===== src/rtl/bstc_map.vh =====
`ifndef BSTC_MAP_VH
`define BSTC_MAP_VH
// Instruction codes
`define BSTC_IR_W 3
`define BSTC_IR_EXTEST 3'h0
`define BSTC_IR_IDCODE 3'h1
`define BSTC_IR_SAMPLE 3'h2
`define BSTC_IR_CLAMP 3'h3
`define BSTC_IR_HIGHZ 3'h4
`define BSTC_IR_BYPASS 3'h7
// Fixed value captured in Capture-IR (low bits 01)
`define BSTC_IR_CAPTURE 3'h1
// Identification fields
`define BSTC_ID_W 32
`define BSTC_ID_MFR_LSB 1
`define BSTC_ID_DEV_LSB 12
`define BSTC_ID_VER_LSB 28
// Boundary-scan chain length
`define BSTC_BSR_W 46
`endif


===== src/rtl/bstc_tap.v =====
// Functional notes
// - Capture-DR loads selected register, then shifts/exits
// - Shift-DR advances selected register toward output
// - Exit1-DR goes Update-DR or Pause-DR
// - Pause-DR holds registers, waits for mode-select
// - Exit2-DR goes Update-DR or Shift-DR
// - Update-DR latches outputs on falling edge
// - Select-IR-Scan holds; goes Capture-IR or reset
// - Capture-IR loads fixed instruction capture value
// - Shift-IR shifts instruction, other registers hold
// - Exit1-IR goes Pause-IR or Update-IR
// - Pause-IR suspends shifting, waits for mode-select
// - Exit2-IR high goes Update-IR, falling latch
// - Latched code becomes current instruction
// - Three-bit instruction shift and latched stages
// - Code 010 selects boundary register, samples
// - Code 111 routes through one-bit bypass
// - Code 000 drives outputs from boundary register
// - Code 011 clamps outputs, bypass in path
// - Code 100 floats outputs, bypass in path
// - Code 001 selects identification register
// - Test-Logic-Reset forces identification instruction
// - Identification value: 1, maker, device, version
// - Power-up in reset state, system normal
// - Select-DR-Scan holds; Capture-DR or Select-IR
// - Identification is 32-bit shift register only, no latch
`timescale 1ns/100ps
`include "bstc_map.vh"
module bstc_tap #(
  // Arbitrary identity values, not any real part
  parameter [10:0] MFR_ID = 11'h000,
  parameter [15:0] DEV_ID = 16'h0000,
  parameter [3:0] VER_ID = 4'h0
) (
  // System clock and reset
  input wire i_clk,
  input wire i_resetn,
  // Test port pins
  input wire i_test_reset_n_pin,
  input wire i_test_clock_pin,
  input wire i_test_mode_select_pin,
  input wire i_test_data_in_pin,
  output reg o_test_data_out_pin,
  output reg o_test_data_out_oe,
  // Boundary cells to and from the core and pads
  input wire [`BSTC_BSR_W-1:0] i_bsr_capture,
  output reg [`BSTC_BSR_W-1:0] o_bsr_update,
  // Pad control: take pins from boundary latch / float them
  output wire o_pins_from_bsr,
  output wire o_pins_highz,
  // Current state and instruction
  output reg [3:0] o_tap_state,
  output reg [`BSTC_IR_W-1:0] o_instruction
);
  localparam [3:0] ST_RESET = 4'h0;
  localparam [3:0] ST_IDLE = 4'h1;
  localparam [3:0] ST_SEL_DR = 4'h2;
  localparam [3:0] ST_CAP_DR = 4'h3;
  localparam [3:0] ST_SHIFT_DR = 4'h4;
  localparam [3:0] ST_EXIT1_DR = 4'h5;
  localparam [3:0] ST_PAUSE_DR = 4'h6;
  localparam [3:0] ST_EXIT2_DR = 4'h7;
  localparam [3:0] ST_UPD_DR = 4'h8;
  localparam [3:0] ST_SEL_IR = 4'h9;
  localparam [3:0] ST_CAP_IR = 4'ha;
  localparam [3:0] ST_SHIFT_IR = 4'hb;
  localparam [3:0] ST_EXIT1_IR = 4'hc;
  localparam [3:0] ST_PAUSE_IR = 4'hd;
  localparam [3:0] ST_EXIT2_IR = 4'he;
  localparam [3:0] ST_UPD_IR = 4'hf;
  localparam [1:0] SEL_BYP = 2'h0;
  localparam [1:0] SEL_BSR = 2'h1;
  localparam [1:0] SEL_ID = 2'h2;

  wire [`BSTC_ID_W-1:0] id_value = {VER_ID, DEV_ID, MFR_ID, 1'b1};

  // Data register selected by an instruction
  function [1:0] dr_select;
    input [`BSTC_IR_W-1:0] ir;
    begin
      case (ir)
        `BSTC_IR_EXTEST: dr_select = SEL_BSR;
        `BSTC_IR_SAMPLE: dr_select = SEL_BSR;
        `BSTC_IR_IDCODE: dr_select = SEL_ID;
        default: dr_select = SEL_BYP;
      endcase
    end
  endfunction

  // Pins from the tester's domain, in one vector
  wire [3:0] pin_raw = {i_test_reset_n_pin, i_test_clock_pin, i_test_mode_select_pin, i_test_data_in_pin};
  wire [3:0] pin_sync;
  reg tck_prev;

  // Two flops per pin; first stage is read only by the second
  // Reset pin synchronised too, so state and registers agree
  genvar gi;
  generate
    for (gi = 0; gi < 4; gi = gi + 1) begin : g_sync
      reg stage_a;
      reg stage_b;
      always @(posedge i_clk or negedge i_resetn) begin
        if (!i_resetn) begin
          stage_a <= 1'b0;
          stage_b <= 1'b0;
        end else begin
          stage_a <= pin_raw[gi];
          stage_b <= stage_a;
        end
      end
      assign pin_sync[gi] = stage_b;
    end
  endgenerate

  always @(posedge i_clk or negedge i_resetn) begin
    if (!i_resetn) begin
      tck_prev <= 1'b0;
    end else begin
      tck_prev <= pin_sync[2];
    end
  end
  wire tck = pin_sync[2];
  wire tms = pin_sync[1];
  wire tdi = pin_sync[0];
  // Test-clock phases shorter than one system clock can be lost
  wire tck_rise = tck & ~tck_prev;
  wire tck_fall = ~tck & tck_prev;
  wire trst_n = pin_sync[3];

  reg [3:0] next_state;
  // State moves, applied on each rising edge
  always @* begin
    case (o_tap_state)
      ST_RESET: next_state = tms ? ST_RESET : ST_IDLE;
      ST_IDLE: next_state = tms ? ST_SEL_DR : ST_IDLE;
      ST_SEL_DR: next_state = tms ? ST_SEL_IR : ST_CAP_DR;
      ST_CAP_DR: next_state = tms ? ST_EXIT1_DR : ST_SHIFT_DR;
      ST_SHIFT_DR: next_state = tms ? ST_EXIT1_DR : ST_SHIFT_DR;
      ST_EXIT1_DR: next_state = tms ? ST_UPD_DR : ST_PAUSE_DR;
      ST_PAUSE_DR: next_state = tms ? ST_EXIT2_DR : ST_PAUSE_DR;
      ST_EXIT2_DR: next_state = tms ? ST_UPD_DR : ST_SHIFT_DR;
      ST_UPD_DR: next_state = tms ? ST_SEL_DR : ST_IDLE;
      ST_SEL_IR: next_state = tms ? ST_RESET : ST_CAP_IR;
      ST_CAP_IR: next_state = tms ? ST_EXIT1_IR : ST_SHIFT_IR;
      ST_SHIFT_IR: next_state = tms ? ST_EXIT1_IR : ST_SHIFT_IR;
      ST_EXIT1_IR: next_state = tms ? ST_UPD_IR : ST_PAUSE_IR;
      ST_PAUSE_IR: next_state = tms ? ST_EXIT2_IR : ST_PAUSE_IR;
      ST_EXIT2_IR: next_state = tms ? ST_UPD_IR : ST_SHIFT_IR;
      ST_UPD_IR: next_state = tms ? ST_SEL_DR : ST_IDLE;
      default: next_state = ST_RESET;
    endcase
  end

  reg [`BSTC_IR_W-1:0] ir_shift;
  reg [`BSTC_ID_W-1:0] id_shift;
  reg [`BSTC_BSR_W-1:0] bsr_shift;
  reg bypass_bit;
  wire [1:0] sel = dr_select(o_instruction);

  // reset pin forces state, system reset too
  always @(posedge i_clk or negedge i_resetn) begin
    if (!i_resetn) begin
      o_tap_state <= ST_RESET;
    end else if (!trst_n) begin
      o_tap_state <= ST_RESET;
    end else if (tck_rise) begin
      o_tap_state <= next_state;
    end
  end

  // Rising edges that act on the test registers
  wire live_rise = trst_n & tck_rise;
  wire cap_dr = live_rise & (o_tap_state == ST_CAP_DR);
  wire shift_dr = live_rise & (o_tap_state == ST_SHIFT_DR);

  always @(posedge i_clk or negedge i_resetn) begin
    if (!i_resetn) begin
      ir_shift <= {`BSTC_IR_W{1'b0}};
    end else if (live_rise && o_tap_state == ST_CAP_IR) begin
      ir_shift <= `BSTC_IR_CAPTURE;
    end else if (live_rise && o_tap_state == ST_SHIFT_IR) begin
      ir_shift <= {tdi, ir_shift[`BSTC_IR_W-1:1]};
    end
  end

  always @(posedge i_clk or negedge i_resetn) begin
    if (!i_resetn) begin
      id_shift <= {`BSTC_ID_W{1'b0}};
    end else if (cap_dr && sel == SEL_ID) begin
      id_shift <= id_value;
    end else if (shift_dr && sel == SEL_ID) begin
      id_shift <= {tdi, id_shift[`BSTC_ID_W-1:1]};
    end
  end

  always @(posedge i_clk or negedge i_resetn) begin
    if (!i_resetn) begin
      bsr_shift <= {`BSTC_BSR_W{1'b0}};
    end else if (cap_dr && sel == SEL_BSR) begin
      bsr_shift <= i_bsr_capture;
    end else if (shift_dr && sel == SEL_BSR) begin
      bsr_shift <= {tdi, bsr_shift[`BSTC_BSR_W-1:1]};
    end
  end

  always @(posedge i_clk or negedge i_resetn) begin
    if (!i_resetn) begin
      bypass_bit <= 1'b0;
    end else if (cap_dr && sel == SEL_BYP) begin
      bypass_bit <= 1'b0;
    end else if (shift_dr && sel == SEL_BYP) begin
      bypass_bit <= tdi;
    end
  end

  always @(posedge i_clk or negedge i_resetn) begin
    if (!i_resetn) begin
      o_instruction <= `BSTC_IR_IDCODE;
    end else if (!trst_n || o_tap_state == ST_RESET) begin
      o_instruction <= `BSTC_IR_IDCODE;
    end else if (tck_fall && o_tap_state == ST_UPD_IR) begin
      o_instruction <= ir_shift;
    end
  end

  always @(posedge i_clk or negedge i_resetn) begin
    if (!i_resetn) begin
      o_bsr_update <= {`BSTC_BSR_W{1'b0}};
    end else if (trst_n && tck_fall && o_tap_state == ST_UPD_DR && sel == SEL_BSR) begin
      o_bsr_update <= bsr_shift;
    end
  end

  // Output changes on falling edge, as the tester samples on rising
  always @(posedge i_clk or negedge i_resetn) begin
    if (!i_resetn) begin
      o_test_data_out_pin <= 1'b0;
      o_test_data_out_oe <= 1'b0;
    end else if (!trst_n || o_tap_state == ST_RESET) begin
      o_test_data_out_oe <= 1'b0;
    end else if (tck_fall) begin
      o_test_data_out_oe <= (o_tap_state == ST_SHIFT_DR) || (o_tap_state == ST_SHIFT_IR);
      if (o_tap_state == ST_SHIFT_IR) begin
        o_test_data_out_pin <= ir_shift[0];
      end else begin
        case (sel)
          SEL_BSR: o_test_data_out_pin <= bsr_shift[0];
          SEL_ID: o_test_data_out_pin <= id_shift[0];
          default: o_test_data_out_pin <= bypass_bit;
        endcase
      end
    end
  end

  assign o_pins_from_bsr = (o_instruction == `BSTC_IR_EXTEST) || (o_instruction == `BSTC_IR_CLAMP);
  assign o_pins_highz = (o_instruction == `BSTC_IR_HIGHZ);
endmodule


===== config.mk =====
export PLATFORM = sky130hd
export DESIGN_NAME = bstc_tap
export DESIGN_NICKNAME = d
export VERILOG_FILES = /design/src/rtl/bstc_tap.v
export VERILOG_INCLUDE_DIRS = /design/src /design/src/rtl
export SDC_FILE = /design/constraint.sdc
export NUM_CORES = 1
export LEC_CHECK = 0
export ABC_AREA = 0
export BUFFER_PORTS_ARGS = -buffer_cell sky130_fd_sc_hd__buf_4
export CAP_MARGIN = 10
export CORE_ASPECT_RATIO = 0.9
export CORE_MARGIN = 2
export CORE_UTILIZATION = 53
export CTS_BUF_LIST = sky130_fd_sc_hd__clkbuf_8
export DETAILED_ROUTE_END_ITERATION = 10
export GPL_ROUTABILITY_DRIVEN = 0
export GPL_TIMING_DRIVEN = 0
export PLACE_DENSITY = 0.83
export SYNTH_ARGS = -nofsm -noshare
export SYNTH_HDL_FRONTEND = slang
export SYNTH_SLANG_ARGS = --single-unit

===== constraint.sdc =====
create_clock -name i_clk -period 5 [get_ports i_clk]
set_clock_uncertainty 0.1 [all_clocks]
set_input_delay 0 -clock i_clk [delete_from_list [all_inputs] [get_ports i_clk]]
set_output_delay 0 -clock i_clk [all_outputs]
set_load 0.05 [all_outputs]

======== Yosys cells after proc, flatten, opt, wreduce, memory -nomap -nowiden ========
Index checks and enable logic that the tools add are counted.
storage, ports and cells
  register bits after elaboration ......... 146
  latch bits .............................. 0
  RAM bits ................................ 0
  bits in read-only memories .............. 0
  input bits .............................. 52
  output and inout port bits .............. 57
  logic and storage cells ................. 108
  memories ................................ 0
cells by class
  add/subtract/negate cells ............... 0
  multiply operators ...................... 0
  divide/modulo/power cells ............... 0
  $lt $le $gt $ge ......................... 0
  equality and inequality tests ........... 22
  shift operators ......................... 0
  mux-type cells .......................... 30
  bitwise gates (word level) .............. 8
  reduce and logical (&&, ||, !) cells .... 30
operator list
  kind                                                 number
  2-to-1 mux 46 bit                                    2
  2-to-1 mux 32 bit                                    2
  one-hot mux 4 bit (12 select lines)                  1
  equality test 4 bit, second input constant           8
  2-to-1 mux 4 bit                                     6
  2-to-1 mux 3 bit                                     6
  equality test 4 x 3 -> 1 bit, second input constant  4
  logical AND 1 bit                                    12
  nonzero test 2 bit                                   6
  equality test 4 x 2 -> 1 bit, second input constant  2
  2-to-1 mux 1 bit                                     8
  equality test 3 x 2 -> 1 bit, second input constant  2
  2-to-1 mux 2 bit                                     3
  OR reduction 2 bit                                   3
  AND 1 bit                                            5
  equality test 4 x 1 -> 1 bit, second input constant  1
  logical NOT 4 bit                                    1
  one-hot mux 2 bit (2 select lines)                   1
  equality test 3 x 1 -> 1 bit, second input constant  1
  equality test 3 bit, second input constant           1
  logical NOT 3 bit                                    1
  logical OR 1 bit                                     3
  inverter 1 bit                                       3
  OR reduction 3 bit                                   1
  other kinds (7)                                      7

======== Depth between registers and ports, before layout ========
  word-level depth ........................ 7
  depth in mapped cells ................... 7
  mapped depth without buffers ............ 4

======== Worst setup path before layout ========
OpenSTA, ideal clock, no wires.
  path kind ............................... flip-flop to flip-flop
  start ................................... register o_tap_state[0]
  end ..................................... register bsr_shift[20]
  setup time .............................. 0.077 ns
  arrival ................................. 1.931 ns
  required time ........................... 4.823 ns
  setup slack ............................. 2.892 ns
  cell stages (with the launch flop) ...... 8
  buffers on the path ..................... 3
  clock period less this slack ............ 2.108 ns
  cells stage by stage .................... dfrtp_1 -> buf_4 -> nand4bb_1 -> buf_2 -> nor4_4 -> buf_6 -> o22ai_1 -> o21ai_1
on the way
  longest elaborated chain between the ends .. 4
  elaborated cells between the ends (all ways) .. 8
  those cells by class .................... eq/ne (2); mux (1); bitwise (2); reduce/logical (3)
ends and longest elaborated chain
  what                                                                          RTL line                        RTL
  start, declared                                                               bstc_tap.v:52                   output reg [3:0] o_tap_state,
  start signal, assigned                                                        bstc_tap.v:167                  o_tap_state <= next_state;
  equality test 4 x 2 -> 1 bit or equality test 4 x 3 -> 1 bit (tied branches)  bstc_tap.v:173, bstc_tap.v:174
  AND 1 bit, on equally long branches                                           bstc_tap.v:173, bstc_tap.v:174
  logical AND 1 bit, on equally long branches                                   bstc_tap.v:199, bstc_tap.v:201
  2-to-1 mux 46 bit or nonzero test 2 bit (tied branches)                       n/a
  end signal, assigned                                                          bstc_tap.v:198                  bsr_shift <= {`BSTC_BSR_W{1'b0}};
  end signal, assigned                                                          bstc_tap.v:200                  bsr_shift <= i_bsr_capture;
  end signal, assigned                                                          bstc_tap.v:202                  bsr_shift <= {tdi, bsr_shift[`BSTC_BSR_W-1:1]};
  end, declared                                                                 bstc_tap.v:156                  reg [`BSTC_BSR_W-1:0] bsr_shift;
Parallel ways exist; a longest one is shown, timed or not.
A chain may end at the register's enable or synchronous reset.

======== Worst setup path after layout ========
  start ................................... register o_tap_state[0]
  end ..................................... register bsr_shift[27]
Same word-level chain as after synthesis.

==> metrics.txt <==
RSZ-0062 raised after global routing no; Fmax roughly 420 MHz; largest family of logic cells by synthesized area compound AO/OA/AOI/OAI gates; routed wire length around 16 mm; EDFF count, synth 0; CTS tree built; Post-Syn Area slightly above 6000 sq um; CP Capture Type flip-flop; endpoints failing setup 0; met1 GRT Util 33.0%; ys async rst share 100%; Area contributors post-synth dfrtp_1 (60%), nand2_1 (7.4%), mux2_2 (6.5%); Layout area overhead 31.3%; Buf/Inv on CP 3; largest net degree at the start of global routing 80; H-tree levels 4; die width 117 um; final setup margin between 2000 and 3000 ps; xor/xnor cell area share of the yosys netlist less than 1%; multiplexer share of the synthesized area a little under a tenth; FF-to-FF Start o_tap_state[0]$_DFFE_PN0P_; FF+latch count, synth between 100 and 150; Yosys top cell by area dfrtp_1; drt wl/cell 17.4 um; max cap viols 0; Routed Antenna Nets 0; maximum vdd drop around 250 uV; status complete, but fails checks; Worst Path Required 5270 ps; R2R depth 7; minimum hold slack -10.5 ps; Worst Tran Pin Value a little over 800 ps; Synth Area in Simple Gates about an eighth; Net Count, Synth 612; Power Total 2.13 mW; Synth Instances 560; # rows 36; met3 Usage GRT 6.44%; Synthesis Warnings 0; final core occ 72.2%; ANT cells 0; CP Cell Sequence buf_4, nand4bb_1, buf_2, nor4_4, buf_6, o22ai_1, o21ai_1; gr busiest metal met2; part of the Yosys area used for sequential elements between 60 and 70%; CTS clk-pin slew, worst paths around 80 ps; root buffer cell clkbuf_8; CTS Buf Count 17; Die Y 105 um; Max stage delay on crit path around 640 ps; highest-count cells in the layout ignoring fill and taps dfrtp_1 (145), nand2_1 (119), buf_4 (108), o21ai_0 (52), dlygate4sd3_1 (51); Worst R2R Setup Slack ~2600 ps; DRC errors left 0; reg2reg end bsr_shift[27]$_DFFE_PN0P_; number of DRC markers in iteration 0 490; Crit path max-delay family simple AND/OR/NAND/NOR gates; clock sink total about 150; worst skew pair latency between 400 and 500 ps; vias in the first global route about 5100; first drt pass iteration count 7; number of fill cells in the layout 746; crit-path max FO 10; failing checks hold timing; pwr/cell area approximately 270 nW/um^2; Final Hold Viols 8; post-CTS setup buffer count 0; Compound-Gate Fraction of Synth Area between 10 and 15%; TNS Setup 0 ps; share of layout cells above drive strength 1 between 20% and 30%; vias approximately 5200; global route total overflow 0; fin crit share about 48%; Avg Vias per Cell 5.70; Max transition margin roughly 44%; Leakage between 3 and 4 nW; Starting Density between 50% and 60%; DIE AREA about 12000 sq um; core area roughly 11000 sq um; Detailed Place HPWL slightly below 10 mm; I/O Pins between 100 and 150; Nets just under 800; number of distinct library cells after synthesis 42; CP Class reg2reg; CP Launch Type flip-flop; pre-CTS setup slack approximately 2800 ps; min cycle time layout ~2400 ps; syn avg cell area between 10 and 15 sq um; grt met2 use 43.4%; main flop type after synthesis dfrtp_1; IO Port Bufs about 110; most common cell after layout, fill and taps aside dfrtp_1; CTS Buffer Depth 2; CP max stage cell nor4_4; post-synthesis adder-cell area fraction 0%; worst min path class in2async; global-route wire length before repair between 20 and 30 mm; initial antenna violation count 0; Synth top area share 60.0%; gr usage total 26.9%; Slew Limit Fails 0; Worst EP arrival between 2000 and 3000 ps
worst max-delay path by stage:
stage	start	end	cells after the start
4_1_cts	o_tap_state[0]$_DFFE_PN0P_	bsr_shift[45]$_DFFE_PN0P_	7
5_1_grt	o_tap_state[0]$_DFFE_PN0P_	bsr_shift[27]$_DFFE_PN0P_	7
2_1_floorplan	o_tap_state[0]$_DFFE_PN0P_	bsr_shift[20]$_DFFE_PN0P_	7
3_3_place_gp	g_sync[3].stage_b$_DFF_PN0_	bsr_shift[45]$_DFFE_PN0P_	6
6_report	o_tap_state[0]$_DFFE_PN0P_	bsr_shift[27]$_DFFE_PN0P_	7
3_5_place_dp	o_tap_state[0]$_DFFE_PN0P_	bsr_shift[45]$_DFFE_PN0P_	7
worst register-to-register path: stages, from the launching register on:
cell and delay, ps:
dfrtp_1 430, buf_4 190, nand4bb_1 110, buf_2 230, nor4_4 640, buf_6 250, o22ai_1 110, o21ai_1 230
power breakdown:
part	internal, mW	switching [mW]	total, mW
Sequential	1.18	0.00353	1.19
Clock	0.394	0.443	0.836
Combinational	0.0596	0.0508	0.110
Total	1.64	0.497	2.13
layout make-up:
| cell class | instances | area, sq um | share of cell area (%) |
|---|---|---|---|
| buffer | 41 | 199 | 2.51 |
| clock buffer | 18 | 248 | 3.12 |
| clock inverter | 14 | 101 | 1.28 |
| inverter | 4 | 15.0 | 0.189 |
| multi-input combinational | 369 | 2180 | 27.4 |
| sequential | 146 | 3650 | 46.0 |
| tap | 152 | 190 | 2.40 |
| timing repair buffer | 160 | 1350 | 17.0 |
Yosys cell counts (7+ instances only):
cell,instances
dfrtp_1,145
nand2_1,119
o21ai_0,52
o22ai_1,48
o21ai_1,40
mux2_2,35
clkbuf_1,26
mux2_1,12
nor2_1,10
buf_2,9
nand3_1,7
nor2b_1,7
stage by stage:
| stage | area (sq um) | std cells |
|---|---|---|
| after floorplan | 6050 | 560 |
| after global routing | 7940 | 904 |
| after global placement | 7050 | 820 |
| after CTS | 7940 | 904 |
| final | 7940 | 904 |
| after detailed placement | 7080 | 821 |
logic make-up after synthesis:
| kind of cell | Yosys count |
|---|---|
| muxes | 51 |
| buffers and inverters | 45 |
| AOI/OAI and AO/OA | 152 |
| xor gates and xnor gates | 1 |
| DFF | 146 |
| and+or+nand+nor | 165 |
flip-flops by register name, indices dropped and copies added (netlist names):
signal               cells
bsr_shift               46
o_bsr_update            46
id_shift                32
g_sync.stage_a           4
g_sync.stage_b           4
o_tap_state              4
ir_shift                 3
o_instruction            3
bypass_bit               1
o_test_data_out_oe       1
o_test_data_out_pin      1
tck_prev                 1
layer usage:
metal	vias up	wire [um]
met2	238	7700
met4	0	700
li1	2334	-
met1	2515	6400
met5	-	0
met3	63	924
what timing repair did:
item                                    in CTS  in global routing
gates resized for setup                      0                  0
hold buffers                                51                  0
endpoints found under the setup margin       0                  0
hold endpoints to repair                   195                  0
Note: power is estimated with default switching activity, not from simulation.
